`src/design/phy_mgmt_pkg.sv`:
```
// Constants and types for the PHY management access controller
package phy_mgmt_pkg;
  // ----------------------------------------------------------------
  // Register byte offsets
  // ----------------------------------------------------------------
  localparam logic [11:0] OFS_CTRL_LO = 12'h510;
  localparam logic [11:0] OFS_CTRL_HI = 12'h511;
  localparam logic [11:0] OFS_PHY_SEL = 12'h512;
  localparam logic [11:0] OFS_REG_SEL = 12'h513;
  localparam logic [11:0] OFS_DATA_LO = 12'h514;
  localparam logic [11:0] OFS_DATA_HI = 12'h515;
  localparam logic [11:0] OFS_M_CLAIM = 12'h516;
  localparam logic [11:0] OFS_L_CLAIM = 12'h517;
  localparam logic [11:0] OFS_STAT_B0 = 12'h518;
  localparam logic [11:0] OFS_STAT_B1 = 12'h519;
  localparam logic [11:0] OFS_STAT_B2 = 12'h51A;
  localparam logic [11:0] OFS_STAT_B3 = 12'h51B;
  // ----------------------------------------------------------------
  // Field positions (low byte, then high byte of control/status, then claim register bits)
  // ----------------------------------------------------------------
  localparam int WE_BIT = 0;
  localparam int LPOSS_BIT = 1;
  localparam int LINKDET_BIT = 2;
  localparam int P0ADDR_LSB = 3;
  localparam int CMD_LSB = 0;
  localparam int RDERR_BIT = 5;
  localparam int CMDERR_BIT = 6;
  localparam int BUSY_BIT = 7;
  localparam int OWN_BIT = 0;
  localparam int FORCE_BIT = 1;
  localparam int SEL_ADDR_W = 5;
  // ----------------------------------------------------------------
  // Commands and engine states
  // ----------------------------------------------------------------
  typedef enum logic [1:0] {
    CMD_IDLE = 2'h0,
    CMD_READ = 2'h1,
    CMD_WRITE = 2'h2,
    CMD_BAD = 2'h3
  } cmd_t;
  typedef enum logic {
    ST_IDLE = 1'h0,
    ST_SHIFT = 1'h1
  } state_t;
  // ----------------------------------------------------------------
  // Management frame layout
  // ----------------------------------------------------------------
  localparam logic [31:0] FRM_PREAMBLE = 32'hFFFF_FFFF;
  localparam logic [1:0] FRM_START = 2'h1;
  localparam logic [1:0] FRM_OP_RD = 2'h2;
  localparam logic [1:0] FRM_OP_WR = 2'h1;
  localparam logic [1:0] FRM_TA_WR = 2'h2;
  localparam logic [1:0] FRM_TA_RD = 2'h3;
  localparam logic [15:0] FRM_IDLE_DATA = 16'hFFFF;
  localparam logic [5:0] FRM_LAST = 6'h3F;
  localparam logic [5:0] FRM_TURN = 6'h2E;
  localparam logic [5:0] FRM_TA_CHK = 6'h2F;
  // ----------------------------------------------------------------
  // Timing
  // ----------------------------------------------------------------
  localparam int MCLK_PERIOD_NS = 100;
  localparam int MDC_PERIOD_NS = 800;
  localparam int MDC_CYC =
    (MDC_PERIOD_NS + MCLK_PERIOD_NS - 1) / MCLK_PERIOD_NS;
  localparam int MDC_HALF = MDC_CYC / 2;
endpackage

```
`src/design/phy_mgmt_access_control.sv`:
```
// PHY management access controller with two requester ports
// ------------------------------------------------------------------
// Functional notes
// Write-enable bit 0 gates writes; reads 1 when local port owns.
// Write enable self-clears at next frame start or local access end.
// Bit 1 reports whether local port takeover is possible.
// Bit 2 reports whether automatic link detection is active.
// Bits 7:3 show port 0 Phy_select, never writable.
// Command codes: 00 idle, 01 read, 10 write; 11 invalid.
// Writing the command starts it; reading shows running command.
// Command field returns to zero when busy drops.
// Writing command 00 clears both error flags.
// Bit 13 flags failed read; any control write clears it.
// Bit 14 flags invalid command or write without write enable.
// Bit 15 is busy while the engine runs an operation.
// Writable management fields ignore writes while busy.
// Only the current owner may write the writable fields.
// Requester loads the PHY register number before a command.
// Local ownership bit selects master side or local port.
// Master claim writable only while local ownership is 0.
// Master force write returns ownership to the master side.
// Read fills data register from PHY; write sends data register.
// Requester polls busy, then errors, before next command.
// ------------------------------------------------------------------
`timescale 1ns/10ps
module phy_mgmt_access_control (
  input wire logic mclk,
  input wire logic sys_rst,
  input wire logic [11:0] masterAddr,
  input wire logic masterWr,
  input wire logic [7:0] masterWdata,
  output logic [7:0] masterRdata,
  input wire logic [11:0] localAddr,
  input wire logic localWr,
  input wire logic [7:0] localWdata,
  output logic [7:0] localRdata,
  input wire logic frameStart,
  input wire logic localAccessEnd,
  input wire logic localCtrlPossible,
  input wire logic linkDetectActive,
  input wire logic [4:0] port0PhyAddr,
  input wire logic [31:0] phyPortStatus,
  output logic mdc,
  input wire logic mdioIn,
  output logic mdioOut,
  output logic mdioOe_n
);
  import phy_mgmt_pkg::*;
  localparam int DIV_W = $clog2(MDC_CYC);
  localparam logic [DIV_W-1:0] DIV_LAST = DIV_W'(MDC_CYC - 1);
  localparam logic [DIV_W-1:0] DIV_HALF = DIV_W'(MDC_HALF);
  localparam logic [DIV_W-1:0] DIV_ZERO = '0;
  state_t state_r;
  cmd_t cmd_r;
  logic we_r;
  logic rdErr_r;
  logic cmdErr_r;
  logic localOwn_r;
  logic masterClaim_r;
  logic [7:0] phySel_r;
  logic [7:0] regSel_r;
  logic [15:0] data_r;
  logic [63:0] frame_r;
  logic [15:0] rdShift_r;
  logic readFail_r;
  logic [5:0] bitCnt_r;
  logic [DIV_W-1:0] divCnt_r;
  logic mdioMeta_r;
  logic mdioSync_r;
  logic mdc_r;
  logic mdioOut_r;
  logic mdioOe_n_r;
  logic [7:0] masterRdata_r;
  logic [7:0] localRdata_r;
  // ----------------------------------------------------------------
  // Ownership and write qualification
  // ----------------------------------------------------------------
  logic busy;
  logic weEff;
  logic ownWr;
  logic [11:0] ownAddr;
  logic [7:0] ownData;
  logic mgmtWr;
  logic ctrlWr;
  logic cmdWr;
  cmd_t cmdCode;
  logic startOp;
  logic done;
  assign busy = (state_r == ST_SHIFT);
  assign weEff = we_r | localOwn_r;
  assign ownWr = localOwn_r ? localWr : masterWr;
  assign ownAddr = localOwn_r ? localAddr : masterAddr;
  assign ownData = localOwn_r ? localWdata : masterWdata;
  assign mgmtWr = ownWr & ~busy;
  assign ctrlWr = mgmtWr &
    ((ownAddr == OFS_CTRL_LO) | (ownAddr == OFS_CTRL_HI));
  assign cmdWr = mgmtWr & (ownAddr == OFS_CTRL_HI);
  assign cmdCode = cmd_t'(ownData[CMD_LSB +: 2]);
  assign startOp = cmdWr & ((cmdCode == CMD_READ) |
    ((cmdCode == CMD_WRITE) & weEff));
  assign done = busy & (divCnt_r == DIV_LAST) &
    (bitCnt_r == FRM_LAST);
  // ----------------------------------------------------------------
  // Write enable
  // ----------------------------------------------------------------
  // Only the master side may set it; a local-port write has no effect.
  always_ff @(posedge mclk) begin
    if (sys_rst) begin
      we_r <= 1'b0;
    end else if (masterWr & ~localOwn_r & ~busy &
                 (masterAddr == OFS_CTRL_LO)) begin
      we_r <= masterWdata[WE_BIT];
    end else if (frameStart | localAccessEnd) begin
      we_r <= 1'b0;
    end
  end
  // ----------------------------------------------------------------
  // Command, busy and engine state
  // ----------------------------------------------------------------
  always_ff @(posedge mclk) begin
    if (sys_rst) begin
      state_r <= ST_IDLE;
      cmd_r <= CMD_IDLE;
    end else begin
      unique case (state_r)
        ST_IDLE: begin
          if (startOp) begin
            state_r <= ST_SHIFT;
            cmd_r <= cmdCode;
          end
        end
        ST_SHIFT: begin
          if (done) begin
            state_r <= ST_IDLE;
            cmd_r <= CMD_IDLE;
          end
        end
      endcase
    end
  end
  // ----------------------------------------------------------------
  // Error flags
  // ----------------------------------------------------------------
  // Writes are blocked while busy, so a fail set never meets a clear.
  always_ff @(posedge mclk) begin
    if (sys_rst) begin
      rdErr_r <= 1'b0;
    end else if (done & (cmd_r == CMD_READ) & readFail_r) begin
      rdErr_r <= 1'b1;
    end else if (ctrlWr) begin
      rdErr_r <= 1'b0;
    end
  end
  always_ff @(posedge mclk) begin
    if (sys_rst) begin
      cmdErr_r <= 1'b0;
    end else if (cmdWr) begin
      cmdErr_r <= (cmdCode == CMD_BAD) |
        ((cmdCode == CMD_WRITE) & ~weEff);
    end
  end
  // ----------------------------------------------------------------
  // Ownership registers
  // ----------------------------------------------------------------
  always_ff @(posedge mclk) begin
    if (sys_rst) begin
      masterClaim_r <= 1'b0;
    end else if (masterWr & ~localOwn_r &
                 (masterAddr == OFS_M_CLAIM)) begin
      masterClaim_r <= masterWdata[OWN_BIT];
    end
  end
  // Force from the master side wins over a local takeover.
  always_ff @(posedge mclk) begin
    if (sys_rst) begin
      localOwn_r <= 1'b0;
    end else if (masterWr & (masterAddr == OFS_L_CLAIM) &
                 masterWdata[FORCE_BIT]) begin
      localOwn_r <= 1'b0;
    end else if (localWr & (localAddr == OFS_L_CLAIM) &
                 ~masterClaim_r & localCtrlPossible) begin
      localOwn_r <= localWdata[OWN_BIT];
    end
  end
  // ----------------------------------------------------------------
  // Address and data registers
  // ----------------------------------------------------------------
  always_ff @(posedge mclk) begin
    if (sys_rst) begin
      phySel_r <= 8'h00;
    end else if (mgmtWr & (ownAddr == OFS_PHY_SEL)) begin
      phySel_r <= ownData;
    end
  end
  always_ff @(posedge mclk) begin
    if (sys_rst) begin
      regSel_r <= 8'h00;
    end else if (mgmtWr & (ownAddr == OFS_REG_SEL)) begin
      regSel_r <= ownData;
    end
  end
  always_ff @(posedge mclk) begin
    if (sys_rst) begin
      data_r <= 16'h0000;
    end else if (done & (cmd_r == CMD_READ)) begin
      data_r <= rdShift_r;
    end else if (mgmtWr & (ownAddr == OFS_DATA_LO)) begin
      data_r[7:0] <= ownData;
    end else if (mgmtWr & (ownAddr == OFS_DATA_HI)) begin
      data_r[15:8] <= ownData;
    end
  end
  // ----------------------------------------------------------------
  // Management bus engine
  // ----------------------------------------------------------------
  always_ff @(posedge mclk) begin
    if (sys_rst) begin
      mdioMeta_r <= 1'b1;
      mdioSync_r <= 1'b1;
    end else begin
      mdioMeta_r <= mdioIn;
      mdioSync_r <= mdioMeta_r;
    end
  end
  always_ff @(posedge mclk) begin
    if (sys_rst) begin
      divCnt_r <= DIV_ZERO;
      bitCnt_r <= 6'h00;
    end else if (~busy) begin
      divCnt_r <= DIV_ZERO;
      bitCnt_r <= 6'h00;
    end else if (divCnt_r == DIV_LAST) begin
      divCnt_r <= DIV_ZERO;
      bitCnt_r <= bitCnt_r + 6'h01;
    end else begin
      divCnt_r <= divCnt_r + DIV_W'(1);
    end
  end
  // Frame is latched at start so register writes cannot disturb it.
  always_ff @(posedge mclk) begin
    if (sys_rst) begin
      frame_r <= '1;
    end else if (startOp) begin
      frame_r <= {FRM_PREAMBLE, FRM_START,
        (cmdCode == CMD_READ) ? FRM_OP_RD : FRM_OP_WR,
        phySel_r[SEL_ADDR_W-1:0], regSel_r[SEL_ADDR_W-1:0],
        (cmdCode == CMD_READ) ? FRM_TA_RD : FRM_TA_WR,
        (cmdCode == CMD_READ) ? FRM_IDLE_DATA : data_r};
    end else if (busy & (divCnt_r == DIV_ZERO)) begin
      frame_r <= {frame_r[62:0], 1'b1};
    end
  end
  // MDIO is sampled on the rising half; TA bit must be pulled low.
  always_ff @(posedge mclk) begin
    if (sys_rst) begin
      rdShift_r <= 16'h0000;
      readFail_r <= 1'b0;
    end else if (startOp) begin
      readFail_r <= 1'b0;
    end else if (busy & (divCnt_r == DIV_HALF)) begin
      rdShift_r <= {rdShift_r[14:0], mdioSync_r};
      if ((bitCnt_r == FRM_TA_CHK) & mdioSync_r) begin
        readFail_r <= 1'b1;
      end
    end
  end
  // Clock ends its last high half in full before the pins go idle.
  always_ff @(posedge mclk) begin
    if (sys_rst) begin
      mdc_r <= 1'b0;
      mdioOut_r <= 1'b1;
      mdioOe_n_r <= 1'b1;
    end else if (~busy) begin
      mdc_r <= 1'b0;
      mdioOut_r <= 1'b1;
      mdioOe_n_r <= 1'b1;
    end else begin
      if (divCnt_r == DIV_HALF) begin
        mdc_r <= 1'b1;
      end else if (divCnt_r == DIV_ZERO) begin
        mdc_r <= 1'b0;
        mdioOut_r <= frame_r[63];
        mdioOe_n_r <= ~((cmd_r == CMD_WRITE) |
          (bitCnt_r < FRM_TURN));
      end
    end
  end
  // ----------------------------------------------------------------
  // Read-back
  // ----------------------------------------------------------------
  function automatic logic [7:0] regByte(input logic [11:0] a);
    logic [7:0] v;
    v = 8'h00;
    unique case (a)
      OFS_CTRL_LO: begin
        v[WE_BIT] = weEff;
        v[LPOSS_BIT] = localCtrlPossible;
        v[LINKDET_BIT] = linkDetectActive;
        v[P0ADDR_LSB +: 5] = port0PhyAddr;
      end
      OFS_CTRL_HI: begin
        v[CMD_LSB +: 2] = cmd_r;
        v[RDERR_BIT] = rdErr_r;
        v[CMDERR_BIT] = cmdErr_r;
        v[BUSY_BIT] = busy;
      end
      OFS_PHY_SEL: v = phySel_r;
      OFS_REG_SEL: v = regSel_r;
      OFS_DATA_LO: v = data_r[7:0];
      OFS_DATA_HI: v = data_r[15:8];
      OFS_M_CLAIM: v[OWN_BIT] = masterClaim_r;
      OFS_L_CLAIM: v[OWN_BIT] = localOwn_r;
      OFS_STAT_B0: v = phyPortStatus[7:0];
      OFS_STAT_B1: v = phyPortStatus[15:8];
      OFS_STAT_B2: v = phyPortStatus[23:16];
      OFS_STAT_B3: v = phyPortStatus[31:24];
      default: v = 8'h00;
    endcase
    return v;
  endfunction
  always_ff @(posedge mclk) begin
    if (sys_rst) begin
      masterRdata_r <= 8'h00;
      localRdata_r <= 8'h00;
    end else begin
      masterRdata_r <= regByte(masterAddr);
      localRdata_r <= regByte(localAddr);
    end
  end

  assign masterRdata = masterRdata_r;
  assign localRdata = localRdata_r;
  assign mdc = mdc_r;
  assign mdioOut = mdioOut_r;
  assign mdioOe_n = mdioOe_n_r;
endmodule

```
`config.mk`:
```
export PLATFORM = sky130hd
export DESIGN_NAME = phy_mgmt_access_control
export DESIGN_NICKNAME = d
export VERILOG_FILES = /design/src/design/phy_mgmt_pkg.sv /design/src/design/phy_mgmt_access_control.sv
export SDC_FILE = /design/constraint.sdc
export NUM_CORES = 1
export LEC_CHECK = 0
export BUFFER_PORTS_ARGS = -buffer_cell sky130_fd_sc_hd__buf_2
export CAP_MARGIN = 0
export CORE_AREA = 3 3 126 128
export CTS_CLUSTER_DIAMETER = 100
export CTS_CLUSTER_SIZE = 12
export DETAILED_ROUTE_END_ITERATION = 6
export DIE_AREA = 0 0 129 131
export MAX_ROUTING_LAYER = met4
export PLACE_DENSITY = 0.81
export SLEW_MARGIN = 15
export SYNTH_ARGS = -nofsm -noshare
export SYNTH_HDL_FRONTEND = slang
export SYNTH_SLANG_ARGS = --single-unit
```
`constraint.sdc`:
```
create_clock -name mclk -period 2.2 [get_ports mclk]
set_input_delay 0.44 -clock mclk [delete_from_list [all_inputs] [get_ports mclk]]
set_output_delay 0.44 -clock mclk [all_outputs]
set_load 0.01 [all_outputs]
```
Yosys cells after proc, flatten, opt, wreduce, memory -nomap -nowiden

Cells that the tools add are included.

Order comparisons: 1
Multiplexer cells: 32
Bitwise operators: 39
Reduce and logical (&&, ||, !) cells: 16
Equality and inequality tests: 42
$add $sub $neg: 2

Operator list:

| operator                                                                 | number |
|---|---|
| 12-bit by 11-bit equality test with 1-bit output (second input constant) | 30 |
| 32-bit two-way mux                                                       | 2 |
| 3-bit one-hot mux with 10 select lines                                   | 2 |
| 3-bit one-hot mux with 9 select lines                                    | 2 |
| 16-bit two-way mux                                                       | 2 |
| 8-bit two-way mux                                                        | 4 |
| 1-bit bitwise AND                                                        | 26 |
| 1-bit one-hot mux with 12 select lines                                   | 2 |
| 1-bit one-hot mux with 10 select lines                                   | 2 |
| 6-bit equality test (second input constant)                              | 2 |
| 12-bit two-way mux                                                       | 1 |
| 2-bit nonzero test                                                       | 6 |
| 1-bit two-way mux                                                        | 10 |
| 2-bit AND reduction                                                      | 5 |
| 1-bit inverter                                                           | 7 |
| 6-bit by 1-bit adder with 6-bit output (second input constant)           | 1 |
| 2-bit equality test (second input constant)                              | 3 |
| 3-bit equality test (second input constant)                              | 2 |
| 6-bit < comparator (second input constant)                               | 1 |
| 2-bit two-way mux                                                        | 3 |
| 1-bit bitwise OR                                                         | 6 |
| 2-bit OR reduction                                                       | 3 |
| 2-bit by 1-bit equality test with 1-bit output (second input constant)   | 2 |
| 2-bit inequality test (second input constant)                            | 2 |
| other kinds (6)                                                          | 6 |

Bits of input ports: 86
Output and inout bits: 19
Register bits after elaboration: 151
Logic and storage cells: 156

Depth between registers and ports, before layout

Word-level depth: 7
Mapped depth: 9
Mapped depth without buffers: 7

Worst setup path before layout

OpenSTA, ideal clock, no wires.

Path type: input to register
Start point: input port localAddr[3]
End point: register frame_r[18]
Stages: 7
Setup slack: 0.007 ns
Library setup time: 0.122 ns
Arrival: 2.071 ns
Data required time: 2.078 ns
Path buffers: 2
Cell sequence: buf_2 or4bb_1 a21bo_2 a21oi_4 a21oi_2 buf_6 a221o_1

Longest elaborated chain between the ends: 5
Elaborated cells on any way between the ends: 6
Classes of those cells: 1 x eq/ne; 2 x mux; 2 x bitwise; 1 x reduce/logical

RTL lines:

| item                                                     | RTL line                       | text |
|---|---|---|
| from (decl)                                              | phy_mgmt_access_control.sv:33  | `input wire logic [11:0] localAddr,` |
| 12-bit two-way mux (*)                                   | phy_mgmt_access_control.sv:92  | `assign ownAddr = localOwn_r ? localAddr : masterAddr;` |
| 12-bit by 11-bit equality test with 1-bit output (*)     | phy_mgmt_access_control.sv:97  | `assign cmdWr = mgmtWr & (ownAddr == OFS_CTRL_HI);` |
| 1-bit bitwise AND (*)                                    | phy_mgmt_access_control.sv:97  |  |
| 1-bit bitwise AND (*)                                    | phy_mgmt_access_control.sv:99  | `assign startOp = cmdWr & ((cmdCode == CMD_READ) \|` |
| 32-bit two-way mux or 2-bit nonzero test (tied branches) | -                              |  |
| to (signal assigned)                                     | phy_mgmt_access_control.sv:244 | `frame_r <= {FRM_PREAMBLE, FRM_START,` |
| to (signal assigned)                                     | phy_mgmt_access_control.sv:250 | `frame_r <= {frame_r[62:0], 1'b1};` |
| to (decl)                                                | phy_mgmt_access_control.sv:63  | `logic [63:0] frame_r;` |

Mark *: on every way between the ends. The rest lies on a longest branch, timed or not.
A chain may end at the register's enable or synchronous reset.

Worst setup path after layout

Start point: register localOwn_r
End point: register cmd_r[1]

Longest elaborated chain between the ends: 7
Elaborated cells on any way between the ends: 16
Classes of those cells: 4 x eq/ne; 5 x mux; 6 x bitwise; 1 x reduce/logical

RTL lines:

| item                            | RTL line                       | text |
|---|---|---|
| from (decl)                     | phy_mgmt_access_control.sv:58  | `logic localOwn_r;` |
| from (signal assigned)          | phy_mgmt_access_control.sv:182 | `localOwn_r <= localWdata[OWN_BIT];` |
| 8-bit two-way mux               | phy_mgmt_access_control.sv:93  | `assign ownData = localOwn_r ? localWdata : masterWdata;` |
| 2-bit equality test             | phy_mgmt_access_control.sv:100 | `((cmdCode == CMD_WRITE) & weEff));` |
| 1-bit bitwise AND               | phy_mgmt_access_control.sv:100 |  |
| 1-bit bitwise OR                | phy_mgmt_access_control.sv:99  |  |
| 1-bit bitwise AND               | phy_mgmt_access_control.sv:99  |  |
| 2-bit inequality test (no line) | -                              |  |
| 2-bit AND reduction (no line)   | -                              |  |
| to (signal assigned)            | phy_mgmt_access_control.sv:129 | `cmd_r <= cmdCode;` |
| to (decl)                       | phy_mgmt_access_control.sv:54  | `cmd_t cmd_r;` |

Several ways; a longest one is shown, not always the timed one. The select of a mux whose other input is x is not followed.

==> summary.md <==
| Metric | Value |
|---|---|
| Status | finished clean |
| Met3 Wirelength | 2.56 mm |
| Int Power | 0.00453 W |
| IO buf count | 104 |
| Design area | 9540 um^2 |
| Post-route ant nets | 0 |
| First-pass DRT Iterations | 6 |
| Netlist cell types | 75 |
| Worst min-delay path class | in -> reg |
| Starting Density | 51.6% |
| Worst hold slack | 189 ps |
| Clock latency on the worst-skew pair | 440 ps |
| Cell taking the most area after synthesis | dfxtp_1 |
| Worst EP required | 2560 ps |
| Core ar. | 15,000 um^2 |
| CP Max Fanout | 6 |
| Reg power frac | 44.8% |
| Post-DP HPWL | 19.2 mm |
| Most frequent cell after synthesis | nand2_1 |
| Commonest cells in the netlist | 152 x nand2_1, 151 x dfxtp_1, 62 x a21oi_1 |
| Antenna Cells | 0 |
| Fraction of layout cells with a size suffix above 1 | 24.7% |
| Clock share of power | 47.8% |
| Inserted Clock Buffers | 17 |
| Placed inst area | 8940 um^2 |
| Setup_tns | 0 ps |
| Largest net degree at the start of global routing | 57 |
| Post-layout min period | 2110 ps |
| I/O pins | 105 |
| Metal-1 WL | 10.5 mm |
| Syn avg cell area | 8.22 um^2 |
| RSZ-0062 raised after global routing | false |
| H-Tree Depth | 4 |
| Max-cap viol count | 0 |
| Die area | 16,900 um^2 |
| Switch Pwr | 0.00158 W |
| Clock skew | 12.7 ps |
| Critical path type | reg -> reg |
| Initial antenna violation count | 0 |
| Clock sinks | 151 |
| Maximum clock frequency | 474 MHz |
| Max-slew violations | 0 |
| Setup slack, reg-to-reg | 90 ps |
| Comb power frac | 7.5% |
| Chip Width | 129 um |
| Gpl congestion | 1.12 |
| Clock transition at path regs | 70 ps |
| Final WL | 26.0 mm |
| Clk buf depth | 2 |
| Slew @ Worst Pin | 713 ps |
| Hold buffers post-CTS | 0 |
| Final hold vios | 0 |
| # setup viols final | 0 |
| Fin crit share | 95.8% |
| Die H | 131 um |
| Cells after synthesis | 941 |
| Synth warn | 0 |
| Syn_nets | 1,031 |
| Switch share | 25.8% |
| Leak | 3.97 nW |
| Via count | 7,985 |
| Clock root buffer | clkbuf_16 |
| Wire per inst | 20.2 um |
| Slew headroom | 52.0% |
| Fill count | 1,267 |
| Drt initial violations | 1,040 |
| Vias per cell | 6.22 |
| CP Capture Type | flop |
| Drt drc | 0 |
| Register area share after synthesis | 39.1% |
| Top post-synthesis cells by area | dfxtp_1 39%, nand2_1 7.4%, mux2i_1 5.0%, a21oi_1 4.0%, nand3_1 3.5% |
| Worst Slack Setup Final | 91.7 ps |
| Worst slack at placement | -64.9 ps |
| Layout area overhead | 23.4% |
| Register bit total from synthesis | 151 |
| PD cells | 640 nW/um^2 |
| CP Data Arrival Time | 2470 ps |
| Critical path launch point type | flop |
| VDD IR max | 0.000550 V |
| Top Metal Used | met4 |
| Total gr overflow | 0 |
| Synth Flop Type | dfxtp_1 |
| EDFF count, synth | 0 |
| Met2 Routed Length | 11.5 mm |
| CTS tree | done |
| Global-route wire length before repair | 39.5 mm |
| Layout net count | 1,172 |
| Std-Cell Rows | 45 |
| Top-area cell type share of the netlist area | 39.1% |
| Post-synthesis instance area | 7730 um^2 |
| Final Non-Filler Cells | 1,283 |
| Placed cell count | 1,251 |
| Total track usage | 31.0% |
| Async SR Flop Fraction | 0% |
| Number of global-route vias before repair | 7,353 |
-- power groups by stage --
stage	Sequential [W]	Clock (W)	Combinational (W)
5_1_grt	0.00273	0.00303	0.000482
3_3_place_gp	0.00280	0	0.000440
4_1_cts	0.00274	0.00294	0.000442
2_1_floorplan	0.00280	0	0.000219
3_5_place_dp	0.00280	0	0.000440
6_report	0.00274	0.00292	0.000456
-- worst paths after layout --
check	endpoint	cells past startpoint	from
min reg2reg	mdioSync_r$_SDFF_PP1_	1	mdioMeta_r$_SDFF_PP1_
max reg2reg	cmd_r[1]$_SDFFE_PP0P_	5	localOwn_r$_SDFFE_PP0P_
max	cmd_r[1]$_SDFFE_PP0P_	5	localOwn_r$_SDFFE_PP0P_
min	mdioMeta_r$_SDFF_PP1_	2	mdioIn
-- through the flow --
stage,util [%],power [W]
final,63.7,0.00611
after global routing,63.7,0.00624
after CTS,63.6,0.00611
after detailed placement,59.7,0.00324
after global placement,59.7,0.00324
after floorplan,-,0.00302
-- per-layer routing --
layer,track usage [%],vias up
li1,-,3731
met1,39.0,3669
met2,46.3,475
met3,6.83,110
met4,17.0,0
met5,-,-
-- worst max-delay path, cell delays in order (launching register included) --
cell,delay (ps)
dfxtp_2,400
or4bb_4,590
a21bo_2,280
a21o_4,220
or4_1,400
a21oi_1,150
-- sequential cells by signal (all words and copies together) (netlist names) --
name           count
mdioMeta_r         1
localRdata         8
data_r            16
cmd_r              2
mdc                1
regSel_r           8
we_r               1
masterRdata        8
rdErr_r            1
mdioSync_r         1
localOwn_r         1
divCnt_r           3
mdioOe_n           1
bitCnt_r           6
cmdErr_r           1
rdShift_r         16
phySel_r           8
mdioOut            1
busy               1
readFail_r         1
frame_r           64
masterClaim_r      1
-- placed cells by master (no fill, tap or decap), drive strengths merged, types with 13 or more instances in the layout --
cell	netlist	final
a31oi	13	13
inv	25	34
o221ai	15	15
nor2	47	47
mux2	16	16
nand3b	15	15
o22ai	17	17
nand2	152	152
nor2b	13	13
dfxtp	151	151
a21oi	64	64
clkbuf	51	17
buf	19	192
nor3	20	20
mux2i	39	39
o21ai	41	41
nand3	54	54
-- final cells by class --
class	instances	area, um^2	area share, %
inverter	25	93.8	0.984
sequential	151	3020	31.7
timing repair buffer	192	1260	13.2
clock inverter	15	160	1.68
tap	188	235	2.47
multi-input combinational	695	4340	45.5
clock buffer	17	425	4.46
-- repair_timing --
| item | 4_1_cts | 5_1_grt |
|---|---|---|
| setup endpoints to repair | 0 | 35 |
| gates resized for setup | 0 | 5 |
| buffers inserted | 0 | 0 |
-- cell families after synthesis --
group,Yosys count,synth area share (%)
AND/OR/NAND/NOR,385,25.1
AO/OA/AOI/OAI,245,21.9
flip-flops,151,39.1
buffers and inverters,95,5.10
multiplexers,56,7.67
XOR/XNOR,5,0.566
adder cells (fa/ha/maj),4,0.647
(Power assumes the default switching activity.)
